--- config.mk ---
export PLATFORM = sky130hd
export DESIGN_NAME = kwu_top
export DESIGN_NICKNAME = d
export VERILOG_FILES = /design/src/rtl/kwu_pkg.sv /design/src/rtl/kwu_det_if.sv /design/src/rtl/kwu_release_det.sv /design/src/rtl/kwu_top.sv
export SDC_FILE = /design/constraint.sdc
export NUM_CORES = 1
export LEC_CHECK = 0
export ABC_AREA = 1
export BUFFER_PORTS_ARGS = -buffer_cell sky130_fd_sc_hd__buf_4
export CELL_PAD_IN_SITES_DETAIL_PLACEMENT = 0
export CELL_PAD_IN_SITES_GLOBAL_PLACEMENT = 1
export CORE_ASPECT_RATIO = 0.8
export CORE_UTILIZATION = 33
export CTS_BUF_LIST = sky130_fd_sc_hd__clkbuf_4 sky130_fd_sc_hd__clkbuf_8
export DETAILED_ROUTE_END_ITERATION = 16
export PLACE_DENSITY_LB_ADDON = 0.3
export SLEW_MARGIN = 20
export SYNTH_ARGS = -nofsm -noshare
export SYNTH_HDL_FRONTEND = slang
export SYNTH_SLANG_ARGS = --single-unit
--- constraint.sdc ---
create_clock -name mclk -period 1.1 [get_ports mclk]
set_input_delay 0.11 -clock mclk [delete_from_list [all_inputs] [get_ports mclk]]
set_output_delay 0.11 -clock mclk [all_outputs]
set_load 0.005 [all_outputs]
--- src/rtl/kwu_pkg.sv ---
// Purpose: Shared constants for the key-on wakeup block.
// Assumes: Register port with byte-wide data and a 12-bit address.
// Notes:   Offsets, field positions and the enable and read-data reset values live here.
package kwu_pkg;
    localparam int          ADDR_W          = 12;
    localparam int          DATA_W          = 8;
    localparam int          NUM_KEYS        = 4;
    localparam logic [11:0] WAKE_EN_ADDR    = 12'hfaa;
    localparam logic [11:0] KWU_STATUS_ADDR = 12'hfab;
    localparam int          WAKE_EN_LSB     = 4;
    localparam logic [3:0]  WAKE_EN_RESET   = 4'h0;
    localparam logic [7:0]  READ_ZERO       = 8'h00;
    localparam int          ST_REQ_BIT      = 0;
    localparam int          ST_STOP_BIT     = 1;
    localparam int          ST_MODE_BIT     = 2;
    localparam int          ST_KEYS_LSB     = 4;
endpackage

--- src/rtl/kwu_det_if.sv ---
// Purpose: Carries detector inputs and the release result between modules.
// Assumes: Single clock; the detector itself is combinational.
// Notes:   None.
`timescale 1ns/1ns
interface kwu_det_if;
    logic [3:0] key_enable;
    logic [3:0] key_level;
    logic       main_level;
    logic       main_rise;
    logic       level_mode;
    logic       key_request;
    logic       release_req;
    modport ctrl (output key_enable, key_level, main_level, main_rise, level_mode,
                  input key_request, release_req);
    modport det  (input key_enable, key_level, main_level, main_rise, level_mode,
                  output key_request, release_req);
endinterface

--- src/rtl/kwu_release_det.sv ---
// Purpose: Forms the stop-release request from enables and pin levels.
// Assumes: Pure combinational logic, usable while the clock is halted.
// Notes:   Key pins only count in level-release mode.
`timescale 1ns/1ns
module kwu_release_det (
    kwu_det_if.det d
);
    logic [3:0] key_hit;

    genvar g;
    generate
        for (g = 0; g < 4; g++) begin : g_key
            assign key_hit[g] = d.key_enable[g] & ~d.key_level[g];
        end
    endgenerate

    assign d.key_request = d.level_mode & (|key_hit);
    assign d.release_req = d.key_request
                         | (d.level_mode ? d.main_level : d.main_rise);
endmodule

--- src/rtl/kwu_top.sv ---
// Purpose: Key-on wakeup unit: key pin enables and stop-mode release.
// Assumes: Pins synchronous to mclk; warm-up sequencer sits outside.
// Notes:   The enable register is write-only; a status word shows state.
`timescale 1ns/1ns
// How it works
// - Each of the four key pins has its own release enable bit.
// - Enables for key pins 5,4,3,2 sit in bits 7..4, reset to zero, low nibble unused.
// - The enable bits cannot be read back through their register.
// - In level mode an enabled key pin at low level releases stop.
// - The main release pin releases on high level in level mode, on a rising edge otherwise.
// - A release condition present at stop entry skips stop and starts warm-up at once.
// - Each key pin level is readable as port data.
module kwu_top (
    input  wire logic        mclk,
    input  wire logic        resetn,
    input  wire logic [11:0] addr,
    input  wire logic [7:0]  wdata,
    input  wire logic        wr_stb,
    input  wire logic        rd_stb,
    output logic      [7:0]  rdata,
    input  wire logic [3:0]  key_wake_in,
    input  wire logic        main_release_in,
    input  wire logic        level_mode,
    input  wire logic        stop_entry,
    output logic             release_req,
    output logic             stop_active,
    output logic             warmup_start,
    output logic      [3:0]  key_port_data
);
    logic       rst_meta_reg;
    logic       rst_sync_reg;
    logic [3:0] wake_en_reg,  wake_en_next;
    logic [7:0] rdata_reg,    rdata_next;
    logic       stop_reg,     stop_next;
    logic       warm_reg,     warm_next;
    logic       main_prev_reg, main_prev_next;
    logic [3:0] port_reg,      port_next;
    logic       rst_n;

    kwu_det_if det_bus ();

    // Reset takes hold at once but is let go in step with mclk.
    always_ff @(posedge mclk or negedge resetn) begin
        if (!resetn) begin
            rst_meta_reg <= 1'b0;
            rst_sync_reg <= 1'b0;
        end else begin
            rst_meta_reg <= 1'b1;
            rst_sync_reg <= rst_meta_reg;
        end
    end
    assign rst_n = rst_sync_reg;

    // The detector sees the pins directly, so a request forms with the clock halted.
    assign det_bus.key_enable = wake_en_reg;
    assign det_bus.key_level  = key_wake_in;
    assign det_bus.main_level = main_release_in;
    assign det_bus.main_rise  = main_release_in & ~main_prev_reg;
    assign det_bus.level_mode = level_mode;

    kwu_release_det u_det (
        .d (det_bus.det)
    );

    // Decodes one register address; shared by the port logic and its checks.
    function automatic logic addr_hit(input logic [11:0] a, input logic [11:0] target);
        return a == target;
    endfunction

    // Register port: the enable nibble is write-only and a read answers for one cycle.
    always_comb begin
        wake_en_next = wake_en_reg;
        rdata_next   = kwu_pkg::READ_ZERO;
        if (wr_stb && addr_hit(addr, kwu_pkg::WAKE_EN_ADDR)) begin
            wake_en_next = wdata[kwu_pkg::WAKE_EN_LSB +: 4];
        end
        if (rd_stb && addr_hit(addr, kwu_pkg::KWU_STATUS_ADDR)) begin
            rdata_next[kwu_pkg::ST_REQ_BIT]       = det_bus.release_req;
            rdata_next[kwu_pkg::ST_STOP_BIT]      = stop_reg;
            rdata_next[kwu_pkg::ST_MODE_BIT]      = level_mode;
            rdata_next[kwu_pkg::ST_KEYS_LSB +: 4] = key_wake_in;
        end
        // A read of the enable address falls through to zero, so nothing leaks back.
    end

    always_ff @(posedge mclk or negedge rst_n) begin
        if (!rst_n) begin
            wake_en_reg <= kwu_pkg::WAKE_EN_RESET;
            rdata_reg   <= kwu_pkg::READ_ZERO;
        end else begin
            wake_en_reg <= wake_en_next;
            rdata_reg   <= rdata_next;
        end
    end

    // Stop sequencing. A request already present at entry never reaches stop, so
    // the part cannot halt with nothing left to wake it.
    always_comb begin
        stop_next = stop_reg;
        warm_next = 1'b0;
        if (stop_reg) begin
            if (det_bus.release_req) begin
                stop_next = 1'b0;
                warm_next = 1'b1;
            end
        end else if (stop_entry) begin
            if (det_bus.release_req) begin
                warm_next = 1'b1;
            end else begin
                stop_next = 1'b1;
            end
        end
    end

    always_ff @(posedge mclk or negedge rst_n) begin
        if (!rst_n) begin
            stop_reg <= 1'b0;
            warm_reg <= 1'b0;
        end else begin
            stop_reg <= stop_next;
            warm_reg <= warm_next;
        end
    end

    // Pin samples: the previous main pin level for edge mode and the port data copy.
    always_comb begin
        main_prev_next = main_release_in;
        port_next      = key_wake_in;
    end

    always_ff @(posedge mclk or negedge rst_n) begin
        if (!rst_n) begin
            main_prev_reg <= 1'b0;
            port_reg      <= 4'h0;
        end else begin
            main_prev_reg <= main_prev_next;
            port_reg      <= port_next;
        end
    end

    assign rdata         = rdata_reg;
    assign release_req   = det_bus.release_req;
    assign stop_active   = stop_reg;
    assign warmup_start  = warm_reg;
    assign key_port_data = port_reg;

    AST_SKIP_STOP: assert property (@(posedge mclk) disable iff (!rst_n)
        (!stop_reg && stop_entry && release_req) |=> (!stop_reg && warmup_start))
        else $error("stop entered despite release");
    AST_ENABLE_WRITE: assert property (@(posedge mclk) disable iff (!rst_n)
        (wr_stb && addr == kwu_pkg::WAKE_EN_ADDR) |=> (wake_en_reg == $past(wdata[7:4])))
        else $error("enable write lost");
    AST_WO_READ: assert property (@(posedge mclk) disable iff (!rst_n)
        (rd_stb && addr == kwu_pkg::WAKE_EN_ADDR) |=> (rdata == 8'h00))
        else $error("enable register readable");
    AST_KEY_LEVEL: assert property (@(posedge mclk) disable iff (!rst_n)
        (level_mode && |(wake_en_reg & ~key_wake_in)) |-> release_req)
        else $error("enabled low key missed");
    AST_EDGE_KEYS: assert property (@(posedge mclk) disable iff (!rst_n)
        (!level_mode && !(main_release_in && !main_prev_reg)) |-> !release_req)
        else $error("edge mode false release");
    AST_MAIN_HIGH: assert property (@(posedge mclk) disable iff (!rst_n)
        (level_mode && main_release_in) |-> release_req)
        else $error("main high missed");
    AST_NO_REQ: assert property (@(posedge mclk) disable iff (!rst_n)
        (level_mode && !main_release_in && !(|(wake_en_reg & ~key_wake_in))) |-> !release_req)
        else $error("spurious release");
    AST_WAKE: assert property (@(posedge mclk) disable iff (!rst_n)
        (stop_reg && release_req) |=> (!stop_reg && warmup_start))
        else $error("stop not released");
    AST_PORT: assert property (@(posedge mclk) disable iff (!rst_n)
        rst_n |=> (key_port_data == $past(key_wake_in)))
        else $error("port data stale");

    // Stop entry with nothing pending must halt, and no warm-up may start by itself.
    AST_STOP_ENTER: assert property (@(posedge mclk) disable iff (!rst_n)
        (!stop_reg && stop_entry && !release_req) |=> (stop_reg && !warmup_start))
        else $error("stop not entered");

    AST_NO_WARM_IDLE: assert property (@(posedge mclk) disable iff (!rst_n)
        (!stop_reg && !stop_entry) |=> !warmup_start)
        else $error("warm-up without cause");

    AST_WARM_CAUSE: assert property (@(posedge mclk) disable iff (!rst_n)
        warmup_start |-> $past(release_req))
        else $error("warm-up without request");

    // Stop is left only through a release request.
    AST_STOP_HOLD: assert property (@(posedge mclk) disable iff (!rst_n)
        (stop_reg && !release_req) |=> stop_reg)
        else $error("stop left without request");

    // The enables change only on a write to their own address.
    AST_EN_HOLD: assert property (@(posedge mclk) disable iff (!rst_n)
        !(wr_stb && addr_hit(addr, kwu_pkg::WAKE_EN_ADDR)) |=> $stable(wake_en_reg))
        else $error("enables changed without write");

    // Read data answer for one cycle only and carry the live pin levels.
    AST_RDATA_IDLE: assert property (@(posedge mclk) disable iff (!rst_n)
        !rd_stb |=> (rdata == kwu_pkg::READ_ZERO))
        else $error("read data held");

    AST_STATUS_READ: assert property (@(posedge mclk) disable iff (!rst_n)
        (rd_stb && addr_hit(addr, kwu_pkg::KWU_STATUS_ADDR))
        |=> (rdata[kwu_pkg::ST_KEYS_LSB +: 4] == $past(key_wake_in)
             && rdata[kwu_pkg::ST_STOP_BIT] == $past(stop_reg)))
        else $error("status read wrong");

    COV_KEY_WAKE: cover property (@(posedge mclk) disable iff (!rst_n)
        stop_reg && level_mode && !main_release_in && release_req);
    COV_EDGE_WAKE: cover property (@(posedge mclk) disable iff (!rst_n)
        stop_reg && !level_mode && release_req);
    COV_SKIP: cover property (@(posedge mclk) disable iff (!rst_n)
        !stop_reg && stop_entry && release_req);
    COV_MAIN_SKIP: cover property (@(posedge mclk) disable iff (!rst_n)
        !stop_reg && stop_entry && level_mode && main_release_in);
endmodule

Yosys cells after proc, flatten, opt, wreduce, memory -nomap -nowiden. Index checks and enable logic that the tools add are counted.

Reduce and logical (&&, ||, !) cells: 3. Equal/unequal tests: 2. Mux-type cells: 9. Bitwise gates (word level): 12.

Operator list (number): equality test 12 bit, second input constant (2); two-way mux 1 bit (7); bitwise AND 1 bit (6); NOT 1 bit (5); two-way mux 4 bit (1); OR reduction 4 bit (1); two-way mux 3 bit (1); logical AND 1 bit (2); OR 1 bit (1).

Bits of input ports: 31. Flip-flop bits (word level): 20. Word-level logic and storage cells: 34. Output and inout bits: 15.

Depth between registers and ports, before layout.
Depth after elaboration: 8. Mapped depth: 6. Gate-level depth less buffers: 6.

By module. Synthesis repeated with hierarchy kept, for this count alone.

Cells, all modules: 94. Area, all modules: 825.8 um^2.

By module, submodules not included: kwu_top (area each 762.0 um^2, instances 1, sequential area each 500.5 um^2, cells an instance 80); kwu_release_det (area each 63.8 um^2, instances 1, sequential area each 0.0 um^2, cells an instance 14).

Least setup slack after synthesis. No wires, ideal clock.

Path type: register to register. Start: reg wake_en_reg[2], in the netlist det_bus.key_enable[2]. End: reg rdata_reg[0], in the netlist rdata[0]. Setup slack: 288 ps. Clock period less this slack: 812 ps. Data required time: 979 ps. Path buffers: 0. Cell stages (with the launch flop): 5. Data arrival time: 691 ps. Setup time: 121 ps. Path through: dfrtp_1 -> nand2_1 -> nand3_1 -> o21bai_1 -> nor2_1.

Longest elaborated chain between the ends: 5.

RTL lines: from (decl) (RTL line kwu_top.sv:32) `logic [3:0] wake_en_reg, wake_en_next;`; from (signal assigned) (RTL line kwu_top.sv:88) `wake_en_reg <= kwu_pkg::WAKE_EN_RESET;`; from (signal assigned) (RTL line kwu_top.sv:91) `wake_en_reg <= wake_en_next;`; bitwise AND 1 bit (RTL line kwu_release_det.sv:13) `assign key_hit[g] = d.key_enable[g] & ~d.key_level[g];`; OR reduction 4 bit (RTL line kwu_release_det.sv:17) `assign d.key_request = d.level_mode & (|key_hit);`; bitwise AND 1 bit (RTL line kwu_release_det.sv:17); OR 1 bit (RTL line kwu_release_det.sv:19) `| (d.level_mode ? d.main_level : d.main_rise);`; two-way mux 3 bit (RTL line kwu_top.sv:77) `if (rd_stb && addr_hit(addr, kwu_pkg::KWU_STATUS_ADDR)) begin`; named net rdata_next[0] (RTL line kwu_top.sv:33) `logic [7:0] rdata_reg, rdata_next;`; to (signal assigned) (RTL line kwu_top.sv:89) `rdata_reg <= kwu_pkg::READ_ZERO;`; to (signal assigned) (RTL line kwu_top.sv:92) `rdata_reg <= rdata_next;`; to (decl) (RTL line kwu_top.sv:33).

The timed path passes the listed nets, and every way through them passes these cells. A chain may end at the register's enable or synchronous reset.

Worst setup path in the final report.
Start: reg wake_en_reg[2], in the netlist det_bus.key_enable[2]. End: out release_req.

Longest elaborated chain between the ends: 4.

RTL lines: bitwise AND 1 bit (RTL line kwu_release_det.sv:13); OR reduction 4 bit (RTL line kwu_release_det.sv:17); bitwise AND 1 bit (RTL line kwu_release_det.sv:17); OR 1 bit (RTL line kwu_release_det.sv:19); to (decl) (RTL line kwu_top.sv:25) `output logic release_req,`.

No other way between the ends.

==> run metrics <==
run status complete, but fails checks; failing checks design-rule violations, negative setup slack; net switching power figure 0.000300 W; detailed router's first-iteration violation count 11; post-synthesis sequential element count 20; number of flip-flops under the largest register name 7; count of endpoints failing hold in the final timing report 0; DR DRC count 4; maximum VDD drop 0.774 mV; routed length on met1 634 um; count of buffers from port buffering 40; critical path, cell by cell nand2_1 -> nand3_2 -> nor2_1 -> nor2_1 -> buf_4; total number of vias 704; largest net degree at the start of global routing 19; antenna violations before repair 0; area fraction of the dominant cell type after synthesis 0.622; Routed met3 length 127 um; Min-Delay Path Class in -> reg; final setup margin -147 ps; worst reg2reg path startpoint det_bus.key_enable[2]; non-filler instance count after layout 167; vias per cell 4.22; Setup crit end kind output pin; TritonCTS clock tree built; FILL cells 205; cell type with the highest aggregate area in the netlist sky130_fd_sc_hd__dfrtp_1; post-route fraction of the period consumed by the critical path 1.13; sequential fraction of design power 0.496; P_leak 0.771 nW; Pins Over Slew Limit 0; Max Cap Viol 0; fraction of the yosys area taken by sequential cells 0.622; syn_nets 118; cell repeated most along the worst path sky130_fd_sc_hd__nor2_1; most numerous cell types in the synthesized netlist sky130_fd_sc_hd__dfrtp_1 (20), sky130_fd_sc_hd__nand2_1 (19), sky130_fd_sc_hd__nor2_1 (16), sky130_fd_sc_hd__inv_1 (13), sky130_fd_sc_hd__nand3_1 (7); cell with the most instances after synthesis sky130_fd_sc_hd__dfrtp_1; number of clock sinks 20; global-route wire length before repair 2860 um; launching instance or port of the critical path det_bus.key_enable[2]; combinational fraction of design power 0.120; number of distinct library cell variants in the gate-level netlist after synthesis 13; met2 WL 866 um; placement row count 15; async set-reset flop share out of synthesis 1.00; via count of the first global-routing pass 689; cts bufs inserted 3; share of cells above drive strength 1 0.423; total standard cell area after synthesis 805 sq um; Total Wirelength 1640 um; type of the setup path with the least slack reg -> out; Arr. time, crit path 1140 ps; per-instance average area after synthesis 9.25 sq um; floorplan die height 46.2 um; maximum buffer depth of the clock tree 2; count of synthesis-stage warnings from yosys 0; RSZ-0062 raised after global routing yes; Syn Inst Count 87; highest metal layer used by the detailed router met4; final setup violation count 1; CTS Root Cell sky130_fd_sc_hd__clkbuf_4; antenna-violating nets left 0; start point of the worst min-delay path wdata[5]; overall overflow remaining after global route 0; top post-synthesis cells by area sky130_fd_sc_hd__dfrtp_1 (62%), sky130_fd_sc_hd__nand2_1 (8.9%), sky130_fd_sc_hd__nor2_1 (7.5%); placer congestion estimate 0.644; Worst Setup Start Kind flop; final antenna diode count 0; clock network fraction of design power 0.384; Die Width 57.2 um; total power density per cell area 1190 nW/um^2; proportion of total power due to net switching 0.195; Top FF cell, synth sky130_fd_sc_hd__dfrtp_1; Crit-path slowest cell sky130_fd_sc_hd__dfrtp_1; post-route minimum period 1250 ps; Layout Area Growth over Synthesis 60.8%; count of placed standard cells including taps 153; half-perimeter wire length after detailed placement 1280 um; endpoint required time on the critical path 990 ps; routed length per placed instance 9.81 um; clock-pin transition on the worst setup and hold timing paths 120 ps; core area 2230 sq um; global routing usage summed across all routing layers 0.149; number of top-level pins 46; Setup Skew 11.2 ps; count of flip-flops with a built-in enable after synthesis 0; floorplan die area 2640 sq um; count of H-tree levels built during CTS 1; clock insertion delay at the later pin of the skew report 300 ps; initial standard-cell utilization of the core 0.360; Final #Nets 174; total negative setup slack -147 ps; first drt pass iteration count 10; internal power of the cells 0.00124 W; largest stage delay on the critical path 400 ps; Max Fanout on Critical Path 2; Max Clk Rate 802 MHz
[path summary, 6_finish.rpt]
kind                                              end  slack [ps]  cells after the start
worst min-delay path            det_bus.key_enable[1]          20                      3
max in group asynchronous       det_bus.key_enable[0]         720                      1
worst min register to register            stop_active         180                      1
worst max-delay path                      release_req        -150                      5
min in group asynchronous                       rst_n         120                      2
worst max register to register            stop_active         140                      6
[cell usage in the layout (no fill, tap or decap)]
master	instances
sky130_fd_sc_hd__conb_1	2
sky130_fd_sc_hd__nand3_1	6
sky130_fd_sc_hd__buf_4	46
sky130_fd_sc_hd__nand2_4	1
sky130_fd_sc_hd__dfrtp_1	20
sky130_fd_sc_hd__nand3_2	1
sky130_fd_sc_hd__inv_1	13
sky130_fd_sc_hd__nor2_1	16
sky130_fd_sc_hd__nor2_8	1
sky130_fd_sc_hd__dlygate4sd3_1	6
sky130_fd_sc_hd__clkbuf_4	3
sky130_fd_sc_hd__inv_2	1
sky130_fd_sc_hd__o21bai_1	1
sky130_fd_sc_hd__nand2_1	18
sky130_fd_sc_hd__nor2_2	4
sky130_fd_sc_hd__bufinv_16	1
sky130_fd_sc_hd__nand2_2	2
[metal layers]
metal / global-route usage / vias to the layer above
met5: 0 / -
met4: 0.0439 / 0
met3: 0.0534 / 2
met2: 0.268 / 25
met1: 0.170 / 316
li1: - / 361
[cell type report]
type,count,area (sq um),share of cell area
clock inverter,1,30.0,0.0232
timing repair buffer,52,405,0.313
inverter,14,52.6,0.0406
sequential,20,500,0.387
clock buffer,3,22.5,0.0174
multi-input combinational,52,251,0.194
tap,25,31.3,0.0242
[repair_timing]
item                       in CTS  in global routing
gates resized for setup         1                  1
pin swaps                       5                  3
setup endpoints to repair       1                  1
setup buffers                   4                  0
hold buffers                    6                  0
hold endpoints to repair        7                  0
[per-stage QoR]
step	hold slack [ps]	instance area [sq um]	utilization	total power [W]	worst slack, ps
after global placement	-108	1140	0.512	0.000939	179
final	24.8	1290	0.579	0.00154	-147
after detailed placement	-104	1140	0.512	0.000944	169
after floorplan	-186	805	-	0.000832	288
after global routing	22.6	1290	0.579	0.00162	-229
after CTS	14.8	1290	0.578	0.00156	-173
[critical path: cells and delay by family (launching register included)]
| kind | cells | cell delay (ps) |
|---|---|---|
| and+or+nand+nor | 4 | 300 |
| DFF | 1 | 400 |
| buffers and inverters | 1 | 130 |
[kinds of logic after synthesis]
logic type	count (synthesis)	synth area share
AOI/OAI and AO/OA	1	0.00933
buffers and inverters	15	0.0747
DFF	20	0.622
other	2	0.00933
and+or+nand+nor	49	0.285
[power groups by stage]
| stage | clock network [W] | registers, W | logic, W |
|---|---|---|---|
| global route | 0.000649 | 0.000765 | 0.000211 |
| detailed placement | 0 | 0.000777 | 0.000167 |
| floorplan | 0 | 0.000787 | 0.0000453 |
| finish | 0.000590 | 0.000762 | 0.000185 |
| global placement | 0 | 0.000776 | 0.000163 |
| CTS | 0.000610 | 0.000763 | 0.000188 |
(Power assumes the default switching activity.)
